File: src/asp_io_regs.svh
// Offsets, field positions, reset values and timing counts of the slave I/O block.
`ifndef ASP_IO_REGS_SVH
`define ASP_IO_REGS_SVH

// Register byte addresses, decoded on address bits 11:0.
`define ASP_CTRL_ADDR      12'h000
`define ASP_STAT_ADDR      12'h004

// Control register fields.
`define ASP_CTRL_PWM_EN    0
`define ASP_CTRL_INV_IN    1
`define ASP_CTRL_EXT_ADDR  2
`define ASP_CTRL_B_SLAVE   3
`define ASP_CTRL_ADDR_LSB  8
`define ASP_CTRL_LOCK      16
`define ASP_CTRL_WMASK     32'h0000_1F0F
`define ASP_CTRL_RESET     32'h0000_0000

// Status register fields.
`define ASP_STAT_DATA_LSB  0
`define ASP_STAT_IN_LSB    2
`define ASP_STAT_PIN_LSB   4
`define ASP_STAT_PEND      6
`define ASP_STAT_DUTY0_LSB 8
`define ASP_STAT_DUTY1_LSB 10

// AXI response codes.
`define ASP_RESP_OKAY      2'h0
`define ASP_RESP_SLVERR    2'h2

// Telegram decode constants.
`define ASP_PRGM_ADDR      5'h00
`define ASP_PRGM_INFO      5'h1D

// Duty codes carried in parameter bits 1:0, and output reset levels.
`define ASP_DUTY_FULL      2'h3
`define ASP_DUTY_HALF      2'h1
`define ASP_DUTY_QUARTER   2'h2
`define ASP_DUTY_EIGHTH    2'h0
`define ASP_DATA_RESET     2'h3

// Timing: 125 Hz PWM period split into sixteen slots.
`define ASP_CLK_PERIOD_NS  25
`define ASP_PWM_PERIOD_NS  8000000
`define ASP_PWM_SLOTS      16

`endif

File: src/asp_io_pkg.sv
// Types shared by the slave I/O block.
package asp_io_pkg;

    // Kind of master call seen on the decoded telegram port.
    typedef enum logic [1:0] {
        ASP_CALL_OTHER,
        ASP_CALL_DATA_EXCHANGE,
        ASP_CALL_WRITE_PARAMETER,
        ASP_CALL_PROGRAM
    } asp_call_t;

endpackage

File: src/asp_in_sync.sv
// Two-stage synchroniser for the asynchronous data input pins.
`timescale 1ns/100ps
module asp_in_sync (
    input  wire logic       mclk,
    input  wire logic       resetn,
    input  wire logic [1:0] pin_in,
    output logic      [1:0] sync_out
);
    logic [1:0] meta_q;

    // The first stage feeds only the second stage.
    always_ff @(posedge mclk or negedge resetn) begin
        if (!resetn) begin
            meta_q   <= 2'h0;
            sync_out <= 2'h0;
        end else begin
            meta_q   <= pin_in;
            sync_out <= meta_q;
        end
    end
endmodule

File: src/asp_pwm_chan.sv
// One data output pin with its duty gating.
`include "asp_io_regs.svh"
`timescale 1ns/100ps
module asp_pwm_chan (
    input  wire logic       mclk,
    input  wire logic       resetn,
    input  wire logic       pwm_en,
    input  wire logic [1:0] duty,
    input  wire logic [3:0] phase,
    input  wire logic       data_bit,
    output logic            pin_q
);
    logic on_phase;

    // Number of lit slots out of sixteen for a duty code.
    function automatic logic [4:0] on_slots(input logic [1:0] code);
        case (code)
            `ASP_DUTY_FULL:    on_slots = 5'h10;
            `ASP_DUTY_HALF:    on_slots = 5'h08;
            `ASP_DUTY_QUARTER: on_slots = 5'h04;
            default:           on_slots = 5'h02;
        endcase
    endfunction

    assign on_phase = !pwm_en || ({1'b0, phase} < on_slots(duty));

    // low means lit; high data stays high whatever the duty.
    always_ff @(posedge mclk or negedge resetn) begin
        if (!resetn) begin
            pin_q <= 1'b1;
        end else begin
            pin_q <= data_bit | ~on_phase;
        end
    end
endmodule

File: src/asp_io_top.sv
// Data I/O port logic of an interface slave: data exchange, input, PWM.
// Notes on behaviour
// - In extended mode the select bit chooses A-slave or B-slave identity.
// - Program-mode call only works until the lock flag is set, then ignored.
// - Data exchange drops information bits 3 and 2.
// - Output pin 0 carries info bit 0, pin 1 carries info bit 1.
// - Data exchange response has bits 1:0 zero, inputs in bits 3:2.
// - Invert flag inverts each sampled input in the response.
// - Inputs sampled between request end bit and response start bit end.
// - Output pins change within that same sampling window.
// - Outputs modulated only while the PWM-enable flag is set.
// - Parameter bits 1:0 pick 16,8,4,2 of 16 slots; bit 2 picks output.
// - New duty takes effect only after the response has been sent.
// - After initialisation both duties are full.
// - Output pin is driven low during the on portion of a period.
//
// The AXI4-Lite interface to the registers and the register addresses are this design's own decisions.
`include "asp_io_regs.svh"
`timescale 1ns/100ps
module asp_io_top #(
    parameter int PWM_SLOT_CYCLES =
        `ASP_PWM_PERIOD_NS / `ASP_CLK_PERIOD_NS / `ASP_PWM_SLOTS
) (
    input  wire logic        mclk,
    input  wire logic        resetn,
    input  wire logic        s_axi_awvalid,
    output logic             s_axi_awready,
    input  wire logic [31:0] s_axi_awaddr,
    input  wire logic [2:0]  s_axi_awprot,
    input  wire logic        s_axi_wvalid,
    output logic             s_axi_wready,
    input  wire logic [31:0] s_axi_wdata,
    input  wire logic [3:0]  s_axi_wstrb,
    output logic             s_axi_bvalid,
    input  wire logic        s_axi_bready,
    output logic      [1:0]  s_axi_bresp,
    input  wire logic        s_axi_arvalid,
    output logic             s_axi_arready,
    input  wire logic [31:0] s_axi_araddr,
    input  wire logic [2:0]  s_axi_arprot,
    output logic             s_axi_rvalid,
    input  wire logic        s_axi_rready,
    output logic      [31:0] s_axi_rdata,
    output logic      [1:0]  s_axi_rresp,
    input  wire logic        call_valid,
    input  wire logic        call_ctrl_bit,
    input  wire logic [4:0]  call_addr,
    input  wire logic [4:0]  call_info,
    input  wire logic        resp_sent,
    output logic             resp_valid,
    output logic      [3:0]  resp_info,
    output logic             prog_mode_pulse,
    input  wire logic        data_input_pin_2,
    input  wire logic        data_input_pin_3,
    output logic             data_output_pin_0,
    output logic             data_output_pin_1
);
    logic [31:0]          ctrl_q;
    logic                 lock_q;
    logic                 aw_held_q;
    logic [11:0]          aw_addr_q;
    logic                 w_held_q;
    logic [31:0]          w_data_q;
    logic [3:0]           w_strb_q;
    logic                 aw_have;
    logic                 w_have;
    logic [11:0]          wr_addr;
    logic [31:0]          wr_data;
    logic [3:0]           wr_strb;
    logic                 do_write;
    logic [31:0]          byte_mask;
    logic [31:0]          stat_word;
    logic [1:0]           in_sync;
    logic [1:0]           data_q;
    logic [1:0]           duty0_q;
    logic [1:0]           duty1_q;
    logic                 pend_q;
    logic                 pend_sel_q;
    logic [1:0]           pend_duty_q;
    logic                 resp_dx_q;
    logic [14:0]          slot_cnt_q;
    logic [3:0]           phase_q;
    logic                 pwm_en;
    logic                 inv_in;
    asp_io_pkg::asp_call_t call_kind;
    logic                 dx_hit;
    logic                 wp_hit;

    assign pwm_en = ctrl_q[`ASP_CTRL_PWM_EN];
    assign inv_in = ctrl_q[`ASP_CTRL_INV_IN];

    // Address match for calls whose information bit 3 carries inverted select.
    function automatic logic addr_hit(input logic [4:0] addr,
                                      input logic [4:0] info,
                                      input logic [31:0] ctrl);
        logic sel;
        sel = ~info[3];
        addr_hit = (addr == ctrl[`ASP_CTRL_ADDR_LSB +: 5]) &&
                   (!ctrl[`ASP_CTRL_EXT_ADDR] ||
                    (sel == ctrl[`ASP_CTRL_B_SLAVE]));
    endfunction

    // Classify the call from control bit and information bit 4.
    always_comb begin
        call_kind = asp_io_pkg::ASP_CALL_OTHER;
        if (!call_ctrl_bit) begin
            call_kind = call_info[4] ? asp_io_pkg::ASP_CALL_WRITE_PARAMETER
                                     : asp_io_pkg::ASP_CALL_DATA_EXCHANGE;
        end else if (call_addr == `ASP_PRGM_ADDR &&
                     call_info == `ASP_PRGM_INFO) begin
            call_kind = asp_io_pkg::ASP_CALL_PROGRAM;
        end
    end

    assign dx_hit = call_valid &&
                    call_kind == asp_io_pkg::ASP_CALL_DATA_EXCHANGE &&
                    addr_hit(call_addr, call_info, ctrl_q);
    assign wp_hit = call_valid &&
                    call_kind == asp_io_pkg::ASP_CALL_WRITE_PARAMETER &&
                    addr_hit(call_addr, call_info, ctrl_q);

    // Write channel: address and data are accepted in either order.
    assign s_axi_awready = !aw_held_q && !s_axi_bvalid;
    assign s_axi_wready  = !w_held_q && !s_axi_bvalid;
    assign aw_have  = aw_held_q || (s_axi_awvalid && s_axi_awready);
    assign w_have   = w_held_q || (s_axi_wvalid && s_axi_wready);
    assign wr_addr  = aw_held_q ? aw_addr_q : s_axi_awaddr[11:0];
    assign wr_data  = w_held_q ? w_data_q : s_axi_wdata;
    assign wr_strb  = w_held_q ? w_strb_q : s_axi_wstrb;
    assign do_write = aw_have && w_have && !s_axi_bvalid;

    // Holding registers and the write response.
    always_ff @(posedge mclk or negedge resetn) begin
        if (!resetn) begin
            aw_held_q    <= 1'b0;
            aw_addr_q    <= 12'h000;
            w_held_q     <= 1'b0;
            w_data_q     <= 32'h0000_0000;
            w_strb_q     <= 4'h0;
            s_axi_bvalid <= 1'b0;
            s_axi_bresp  <= `ASP_RESP_OKAY;
        end else begin
            if (do_write) begin
                aw_held_q    <= 1'b0;
                w_held_q     <= 1'b0;
                s_axi_bvalid <= 1'b1;
                s_axi_bresp  <= (wr_addr == `ASP_CTRL_ADDR) ?
                                `ASP_RESP_OKAY : `ASP_RESP_SLVERR;
            end else begin
                if (s_axi_awvalid && s_axi_awready) begin
                    aw_held_q <= 1'b1;
                    aw_addr_q <= s_axi_awaddr[11:0];
                end
                if (s_axi_wvalid && s_axi_wready) begin
                    w_held_q <= 1'b1;
                    w_data_q <= s_axi_wdata;
                    w_strb_q <= s_axi_wstrb;
                end
                if (s_axi_bvalid && s_axi_bready) begin
                    s_axi_bvalid <= 1'b0;
                end
            end
        end
    end

    // Expand byte strobes to a bit mask.
    always_comb begin
        byte_mask = 32'h0000_0000;
        for (int i = 0; i < 4; i++) begin
            byte_mask[i*8 +: 8] = {8{wr_strb[i]}};
        end
    end

    // Control register; the status register is read only.
    always_ff @(posedge mclk or negedge resetn) begin
        if (!resetn) begin
            ctrl_q <= `ASP_CTRL_RESET;
        end else if (do_write && wr_addr == `ASP_CTRL_ADDR) begin
            ctrl_q <= (ctrl_q & ~(byte_mask & `ASP_CTRL_WMASK)) |
                      (wr_data & byte_mask & `ASP_CTRL_WMASK);
        end
    end

    // lock is write-once: software can set it but never clear it.
    always_ff @(posedge mclk or negedge resetn) begin
        if (!resetn) begin
            lock_q <= 1'b0;
        end else if (do_write && wr_addr == `ASP_CTRL_ADDR &&
                     wr_strb[2] && wr_data[`ASP_CTRL_LOCK]) begin
            lock_q <= 1'b1;
        end
    end

    // Status word shows the block's own live state.
    always_comb begin
        stat_word = 32'h0000_0000;
        stat_word[`ASP_STAT_DATA_LSB +: 2]  = data_q;
        stat_word[`ASP_STAT_IN_LSB +: 2]    = in_sync;
        stat_word[`ASP_STAT_PIN_LSB]        = data_output_pin_0;
        stat_word[`ASP_STAT_PIN_LSB + 1]    = data_output_pin_1;
        stat_word[`ASP_STAT_PEND]           = pend_q;
        stat_word[`ASP_STAT_DUTY0_LSB +: 2] = duty0_q;
        stat_word[`ASP_STAT_DUTY1_LSB +: 2] = duty1_q;
    end

    // Read channel answers one cycle after the address is taken.
    assign s_axi_arready = !s_axi_rvalid;
    always_ff @(posedge mclk or negedge resetn) begin
        if (!resetn) begin
            s_axi_rvalid <= 1'b0;
            s_axi_rdata  <= 32'h0000_0000;
            s_axi_rresp  <= `ASP_RESP_OKAY;
        end else if (s_axi_arvalid && s_axi_arready) begin
            s_axi_rvalid <= 1'b1;
            s_axi_rresp  <= `ASP_RESP_OKAY;
            if (s_axi_araddr[11:0] == `ASP_CTRL_ADDR) begin
                s_axi_rdata <= ctrl_q | {15'h0000, lock_q, 16'h0000};
            end else if (s_axi_araddr[11:0] == `ASP_STAT_ADDR) begin
                s_axi_rdata <= stat_word;
            end else begin
                s_axi_rdata <= 32'h0000_0000;
                s_axi_rresp <= `ASP_RESP_SLVERR;
            end
        end else if (s_axi_rvalid && s_axi_rready) begin
            s_axi_rvalid <= 1'b0;
        end
    end

    // Input pins are asynchronous and pass two flip-flops first.
    asp_in_sync u_sync (
        .mclk     (mclk),
        .resetn   (resetn),
        .pin_in   ({data_input_pin_3, data_input_pin_2}),
        .sync_out (in_sync)
    );

    // upper bits dropped; bit mapping; update at the end bit.
    always_ff @(posedge mclk or negedge resetn) begin
        if (!resetn) begin
            data_q <= `ASP_DATA_RESET;
        end else if (dx_hit) begin
            data_q <= call_info[1:0];
        end
    end

    // response layout; inversion; sample at the end bit.
    always_ff @(posedge mclk or negedge resetn) begin
        if (!resetn) begin
            resp_valid <= 1'b0;
            resp_info  <= 4'h0;
            resp_dx_q  <= 1'b0;
        end else begin
            resp_valid <= dx_hit || wp_hit;
            resp_dx_q  <= dx_hit;
            if (dx_hit) begin
                resp_info <= {in_sync[1] ^ inv_in, in_sync[0] ^ inv_in, 2'h0};
            end else if (wp_hit) begin
                resp_info <= call_info[3:0];
            end
        end
    end

    always_ff @(posedge mclk or negedge resetn) begin
        if (!resetn) begin
            prog_mode_pulse <= 1'b0;
        end else begin
            prog_mode_pulse <= call_valid && !lock_q &&
                               call_kind == asp_io_pkg::ASP_CALL_PROGRAM;
        end
    end

    // parameter call stored only while PWM is enabled.
    always_ff @(posedge mclk or negedge resetn) begin
        if (!resetn) begin
            pend_q      <= 1'b0;
            pend_sel_q  <= 1'b0;
            pend_duty_q <= `ASP_DUTY_FULL;
        end else if (wp_hit && pwm_en) begin
            pend_q      <= 1'b1;
            pend_sel_q  <= call_info[2];
            pend_duty_q <= call_info[1:0];
        end else if (resp_sent) begin
            pend_q <= 1'b0;
        end
    end

    // apply after the response; bit 2 picks the output; full.
    always_ff @(posedge mclk or negedge resetn) begin
        if (!resetn) begin
            duty0_q <= `ASP_DUTY_FULL;
            duty1_q <= `ASP_DUTY_FULL;
        end else if (pend_q && resp_sent) begin
            if (pend_sel_q) begin
                duty1_q <= pend_duty_q;
            end else begin
                duty0_q <= pend_duty_q;
            end
        end
    end

    // free-running sixteen-slot phase at 125 Hz.
    always_ff @(posedge mclk or negedge resetn) begin
        if (!resetn) begin
            slot_cnt_q <= 15'h0000;
            phase_q    <= 4'h0;
        end else if (slot_cnt_q == 15'(PWM_SLOT_CYCLES - 1)) begin
            slot_cnt_q <= 15'h0000;
            phase_q    <= phase_q + 4'h1;
        end else begin
            slot_cnt_q <= slot_cnt_q + 15'h0001;
        end
    end

    // Both pins share one phase so their periods stay aligned.
    asp_pwm_chan u_chan0 (
        .mclk     (mclk),
        .resetn   (resetn),
        .pwm_en   (pwm_en),
        .duty     (duty0_q),
        .phase    (phase_q),
        .data_bit (data_q[0]),
        .pin_q    (data_output_pin_0)
    );
    asp_pwm_chan u_chan1 (
        .mclk     (mclk),
        .resetn   (resetn),
        .pwm_en   (pwm_en),
        .duty     (duty1_q),
        .phase    (phase_q),
        .data_bit (data_q[1]),
        .pin_q    (data_output_pin_1)
    );
endmodule

File: config.mk
export PLATFORM = sky130hd
export DESIGN_NAME = asp_io_top
export DESIGN_NICKNAME = d
export VERILOG_FILES = /design/src/asp_io_pkg.sv /design/src/asp_in_sync.sv /design/src/asp_pwm_chan.sv /design/src/asp_io_top.sv
export VERILOG_INCLUDE_DIRS = /design/src
export SDC_FILE = /design/constraint.sdc
export NUM_CORES = 1
export LEC_CHECK = 0
export BUFFER_PORTS_ARGS = -buffer_cell sky130_fd_sc_hd__buf_2
export CORE_UTILIZATION = 35
export CTS_BUF_LIST = sky130_fd_sc_hd__clkbuf_8 sky130_fd_sc_hd__clkbuf_16
export CTS_CLUSTER_DIAMETER = 150
export CTS_CLUSTER_SIZE = 20
export DETAILED_ROUTE_END_ITERATION = 10
export GPL_TIMING_DRIVEN = 1
export PLACE_DENSITY_LB_ADDON = 0.08
export SLEW_MARGIN = 25
export SYNTH_ARGS = -nofsm -noshare
export SYNTH_HDL_FRONTEND = slang
export SYNTH_SLANG_ARGS = --single-unit
File: constraint.sdc
create_clock -name mclk -period 2 [get_ports mclk]
set_input_delay 0.4 -clock mclk [delete_from_list [all_inputs] [get_ports mclk]]
set_output_delay 0.4 -clock mclk [all_outputs]
set_load 0.01 [all_outputs]
==> results of run 1 <==
cells by family (layout without fill, tap and decap cells):
kind of cell,Yosys count,after routing,synth area share
AND/OR/NAND/NOR,92,92,0.108
adder cells (fa/ha/maj),5,5,0.0143
buffers and inverters,41,126,0.0540
flip-flops,95,95,0.546
other,1,21,0.000857
multiplexers,67,67,0.171
XOR/XNOR,22,22,0.0440
AO/OA/AOI/OAI,41,41,0.0617
metal layers:
layer  GRT usage  wire, µm  share of wire
met5           0        17         0.0019
met3      0.0590       591          0.065
met1       0.189      4220           0.46
met2       0.247      4200           0.46
met4      0.0416        99          0.011
registers in the layout, summed over array words and instances, names as in the netlist, 3 cells and up, named ones only:
signal	flops
w_data_q	10
phase_q	4
resp_info	4
s_axi_rdata	13
aw_addr_q	12
w_strb_q	3
slot_cnt_q	15
stage by stage:
stage | hold WS [ns] | instance area (µm²) | cells | setup WS (ns) | TNS, ns
5_1_grt | 0.0623 | 5320 | 637 | -0.0156 | -0.0576
4_1_cts | 0.0494 | 5310 | 637 | 0.0427 | 0
3_3_place_gp | 0.335 | 5030 | 621 | -0.0226 | -0.134
6_report | 0.0324 | 5320 | 637 | 0.105 | 0
2_1_floorplan | 0.104 | 4450 | 384 | 0.195 | 0
3_5_place_dp | 0.337 | 5030 | 621 | -0.0590 | -0.467
cells in the final DEF (no fill, tap or decap), drive strengths merged, types with 11 or more instances in the layout:
cell type  instances
buf              101
clkbuf            11
conb              21
dfrtp             85
inv               12
mux2              55
mux2i             12
nand2             25
nor2              16
o21ai             22
xnor2             14
path summary, 6_finish.rpt:
path                                            startpoint                           end  slack, ns  depth (start not counted)
worst max-delay path                 aw_held_q$_DFFE_PN0P_                          flop       0.11                          5
worst min register to register  u_sync.meta_q[0]$_DFF_PN0_  u_sync.sync_out[0]$_DFF_PN0_       0.35                          0
worst max register to register       aw_held_q$_DFFE_PN0P_                          flop       0.11                          5
min in group mclk                         data_input_pin_3    u_sync.meta_q[1]$_DFF_PN0_       0.16                          1
worst min-delay path                                resetn    s_axi_rresp[1]$_DFFE_PN0P_       0.03                          1
max in group asynchronous                           resetn        duty1_q[1]$_DFFE_PN1P_       1.31                          2
power by group through the flow:
stage / clock, mW / combinational, mW / sequential [mW]
after global routing: 1.75 / 1.17 / 2.50
after CTS: 1.67 / 1.07 / 2.47
after floorplan: 0 / 0.723 / 2.45
final: 1.59 / 1.05 / 2.46
after detailed placement: 0 / 1.06 / 2.50
after global placement: 0 / 1.05 / 2.49
area by class of cell:
cell class | instances | area (µm²) | share of cell area
flip-flops and latches | 95 | 2390 | 0.449
multi-input cells | 248 | 1830 | 0.345
repair buffers | 101 | 571 | 0.107
clock buffers | 11 | 253 | 0.0475
well taps | 168 | 210 | 0.0395
inverters | 9 | 33.8 | 0.00635
clock inverters | 5 | 27.5 | 0.00518
worst register-to-register path: stages (launching register included):
cell and delay, ns:
dfrtp_1 0.41, nor4_2 0.31, nand4_1 0.25, a211oi_2 0.28, buf_4 0.18, mux2_2 0.34
==> flow_summary.toml, run 1 <==
[detailed_routing]
wl_um = 9130
vias = 2941
drcViolationCount = 0
ant_nets = 0
firstDrtPassIters = 5
dr.first_iter.drc_count = 118
wl_per_cell_um = 14.3
vias_per_cell = 4.62

[final_layout]
layout-drive-gt1-share = 0.397
diodes = 0
fin_nets = 597
areaGrowthSynthToFinish_pct = 21.5
utilization = 0.439
fillers = 1178

[cts]
clkTransAtPathRegs_ns = 0.07
cts_hold_buf = 0
cts.sinks = 95
numCtsBuffers = 9
cts_tree = "built"
cts_max_path_buffers = 2
post_cts_resize_count = 0
cts_setup_buffers = 0
clock_latency_ns = 0.34
htree_num_levels = 3
root_buffer = "clkbuf_16"

[pwr]
clkPwrFrac = 0.312
peakVddDrop_mv = 0.507
switching_share = 0.263
cellLeakagePower_nw = 2.56
p_per_area_mw_per_mm2 = 961
intPower_mw = 3.77
p_comb_frac = 0.206
pwr-share-seq = 0.482
p_switching_mw = 1.34
power_mw = 5.11

[floorplanning]
die_y_um = 114
dieArea_mm2 = 0.0130
start_util = 0.361
io_pins = 177
core_area_mm2 = 0.0121
fp-row-count = 40
die_w_um = 114

[timing]
slew_viol_final = 0
setup_violations = 0
skew_ns = 0.00933
fin_crit_sh = 0.947
period_minus_slack_ns = 1.89
slew_headroom = 0.648
max_freq_ghz = 0.528
tightest_slew_ns = 0.527
hold_violations = 0

[synth]
async_reset_ff_frac = 1.00
yosysSeqAreaShare = 0.546
ys_seq_elements = 95
synth_most_common_cell = "dfrtp_1"
synth_top_cells_by_count = "dfrtp_1 (85), mux2_2 (52), nand2_1 (25), buf_4 (21), o21ai_0 (21)"
syn_area_mm2 = 0.00438
syn-instance-count = 364
yosys.area.top_type = "dfrtp_1"
ys.flop_type = "dfrtp_1"
yosys_warnings = 0
synth-edff-count = 0
synth_top_cell_area_share = 0.486
syn_avg_cell_area_um2 = 12.0
synth_top_cells_by_area = "dfrtp_1 (49%), mux2_2 (13%), dfstp_2 (6.0%), buf_4 (3.6%), xnor2_1 (2.8%)"
synth_cell_types = 44

[global_route]
grt.overflow.total = 0
track_usage = 0.152
grt_max_degree = 40
antenna_found_initial = 1
grt_pass1_wl_um = 15000
grt_pass1_vias = 2980

[placement]
io_buffer_count = 86
gp_congestion = 0.744
dp_hpwl_um = 6760

[setup_path]
crit_type = "reg -> reg"
path_buf_inv = 1
worst_setup_path_start_kind = "flop"
crit_slowest_cell = "dfrtp_1"
cp_data_arrival_time_ns = 2.11
cp_top_family = "simple AND/OR/NAND/NOR gates"
crit_path_max_fanout = 5
end_kind = "flop"
path_cells = "nor4_2 -> nand4_1 -> a211oi_2 -> buf_4 -> mux2_2"
crit_required_ns = 2.22
max_stage_delay_ns = 0.41

[worst_hold_path]
hp-class = "in -> async"

[run]
cap_violations = 0

[run_status]
status = "finished clean"
No activity file was read; power rests on OpenSTA's default activity.
==> run 2, diff against run 1 <==
==> constraint.sdc (replaced) <==
create_clock -name mclk -period 2 [get_ports mclk]
set_input_delay 0.2 -clock mclk [delete_from_list [all_inputs] [get_ports mclk]]
set_output_delay 0.2 -clock mclk [all_outputs]
set_load 0.01 [all_outputs]
==> flow_summary.toml, run 2 (same netlist as run 1, synthesis figures left out) <==
[floorplanning]
die_y_um = 114
dieArea_mm2 = 0.0130
io_pins = 177
die_w_um = 114
start_util = 0.361
core_area_mm2 = 0.0121
fp-row-count = 40

[final_layout]
largest_reg_flops = 15
top_register = "slot_cnt_q"
areaGrowthSynthToFinish_pct = 22.9
diodes = 0
fin_nets = 598
reg_top3 = "slot_cnt_q x15, s_axi_rdata x13, aw_addr_q x12"
layout-drive-gt1-share = 0.398
final_cell_mix = "dfrtp_1 (85), buf_2 (85), mux2_2 (52), nand2_1 (25)"

[pwr]
switching_share = 0.258
power_mw = 5.35
p_per_area_mw_per_mm2 = 995
p_comb_frac = 0.196
peakVddDrop_mv = 0.453
intPower_mw = 3.98
p_switching_mw = 1.38
pwr-share-seq = 0.458
cellLeakagePower_nw = 2.58
clkPwrFrac = 0.347

[global_route]
grt_pass1_wl_um = 15200
grt.overflow.total = 0
grt_pass1_vias = 3056
antenna_found_initial = 1
grt_max_degree = 40
track_usage = 0.155

[timing]
tightest_slew_ns = 0.501
max_freq_ghz = 0.537
rsz0062_at_grt = "yes"
slew_viol_final = 0
setup_violations = 0
hold_violations = 0
skew_ns = 0.00929
fin_crit_sh = 0.932
hold_ws_ns = 0.0352
slew_headroom = 0.666
period_minus_slack_ns = 1.86

[run_status]
status = "finished clean"

[cts]
htree_num_levels = 3
numCtsBuffers = 9
cts_tree = "built"
clkTransAtPathRegs_ns = 0.07
cts_max_path_buffers = 2
cts.sinks = 95
clock_latency_ns = 0.35
root_buffer = "clkbuf_16"

[setup_path]
crit_type = "reg -> reg"
cp_data_arrival_time_ns = 2.10
end_kind = "flop"
worst_setup_path_start_kind = "flop"
crit_required_ns = 2.23
crit_path_max_fanout = 5

[detailed_routing]
dr.first_iter.drc_count = 96
firstDrtPassIters = 4
vias = 2982
ant_nets = 0
wl_um = 9190
wl_per_cell_um = 14.4
vias_per_cell = 4.67
drcViolationCount = 0

[run]
cap_violations = 0

[placement]
gp_congestion = 0.752
io_buffer_count = 86
dp_hpwl_um = 6790

[worst_hold_path]
hp-class = "in -> reg"
==> run 2: cell count changes in the layout (fill, tap and decap cells not counted) <==
cell	change
clkbuf_8	-1
buf_4	-2
bufinv_16	+2
dlygate4sd3_1	+3
o21ai_1	-1
o21ai_2	+1
clkinv_2	+1
inv_1	-2
==> run 2: power by group through the flow <==
stage                     clock [mW]  sequential [mW]  combinational, mW
after global routing            1.99             2.50               1.17
after global placement             0             2.47               1.04
after detailed placement           0             2.49               1.05
after CTS                       1.92             2.45               1.06
after floorplan                    0             2.45              0.723
final                           1.86             2.45               1.05
==> run 2: routing by layer <==
metal | routed length (µm) | global-route usage | up-vias
met5 | 13 | 0 | -
met4 | 194 | 0.0779 | 2
met3 | 548 | 0.0430 | 15
met2 | 4220 | 0.248 | 87
met1 | 4210 | 0.191 | 1442
li1 | - | - | 1436
==> run 2: final cells by class <==
cell class,count,area [µm²]
tap,168,210
timing repair buffer,102,586
fill,1167,6730
multi-input combinational,248,1840
clock buffer,10,239
inverter,9,33.8
clock inverter,6,85.1
sequential,95,2390
==> run 2: final timing paths <==
| path | startpoint | to | slack (ns) | cells past startpoint |
|---|---|---|---|---|
| min | s_axi_rready | s_axi_rvalid$_DFFE_PN0P_ | 0.04 | 2 |
| max reg2reg | flop | pend_sel_q$_DFFE_PN0P_ | 0.14 | 4 |
| max in group asynchronous | resetn | duty0_q[0]$_DFFE_PN1P_ | 0.91 | 3 |
| min in group asynchronous | resetn | s_axi_rdata[1]$_DFFE_PN0P_ | 0.36 | 2 |
| max | flop | pend_sel_q$_DFFE_PN0P_ | 0.14 | 4 |
| min reg2reg | u_sync.meta_q[0]$_DFF_PN0_ | u_sync.sync_out[0]$_DFF_PN0_ | 0.35 | 0 |
==> run 2: critical path: stages, from the launching register on <==
cell and delay, ns:
dfrtp_1 0.39, xor2_1 0.17, a2111o_1 0.44, or3_4 0.43
mux2_4 0.31
==> run 2: per-stage QoR <==
stage          cells   util  setup TNS (ns)  worst slack [ns]  area [µm²]
2_1_floorplan    384      -               0             0.207        4450
3_3_place_gp     619  0.414               0            0.0894        5020
3_5_place_dp     619  0.414               0            0.0449        5020
4_1_cts          638  0.443               0            0.0322        5370
5_1_grt          638  0.444         -0.0263          -0.00981        5380
6_report         638  0.444               0             0.136        5380
==> run 2: timing repair <==
item / CTS / global route
gates resized for setup: 0 / 2
endpoints found under the hold margin: 35 / 0
hold buffers: 3 / 0
setup buffers: 0 / 0
endpoints found under the setup margin: 0 / 11
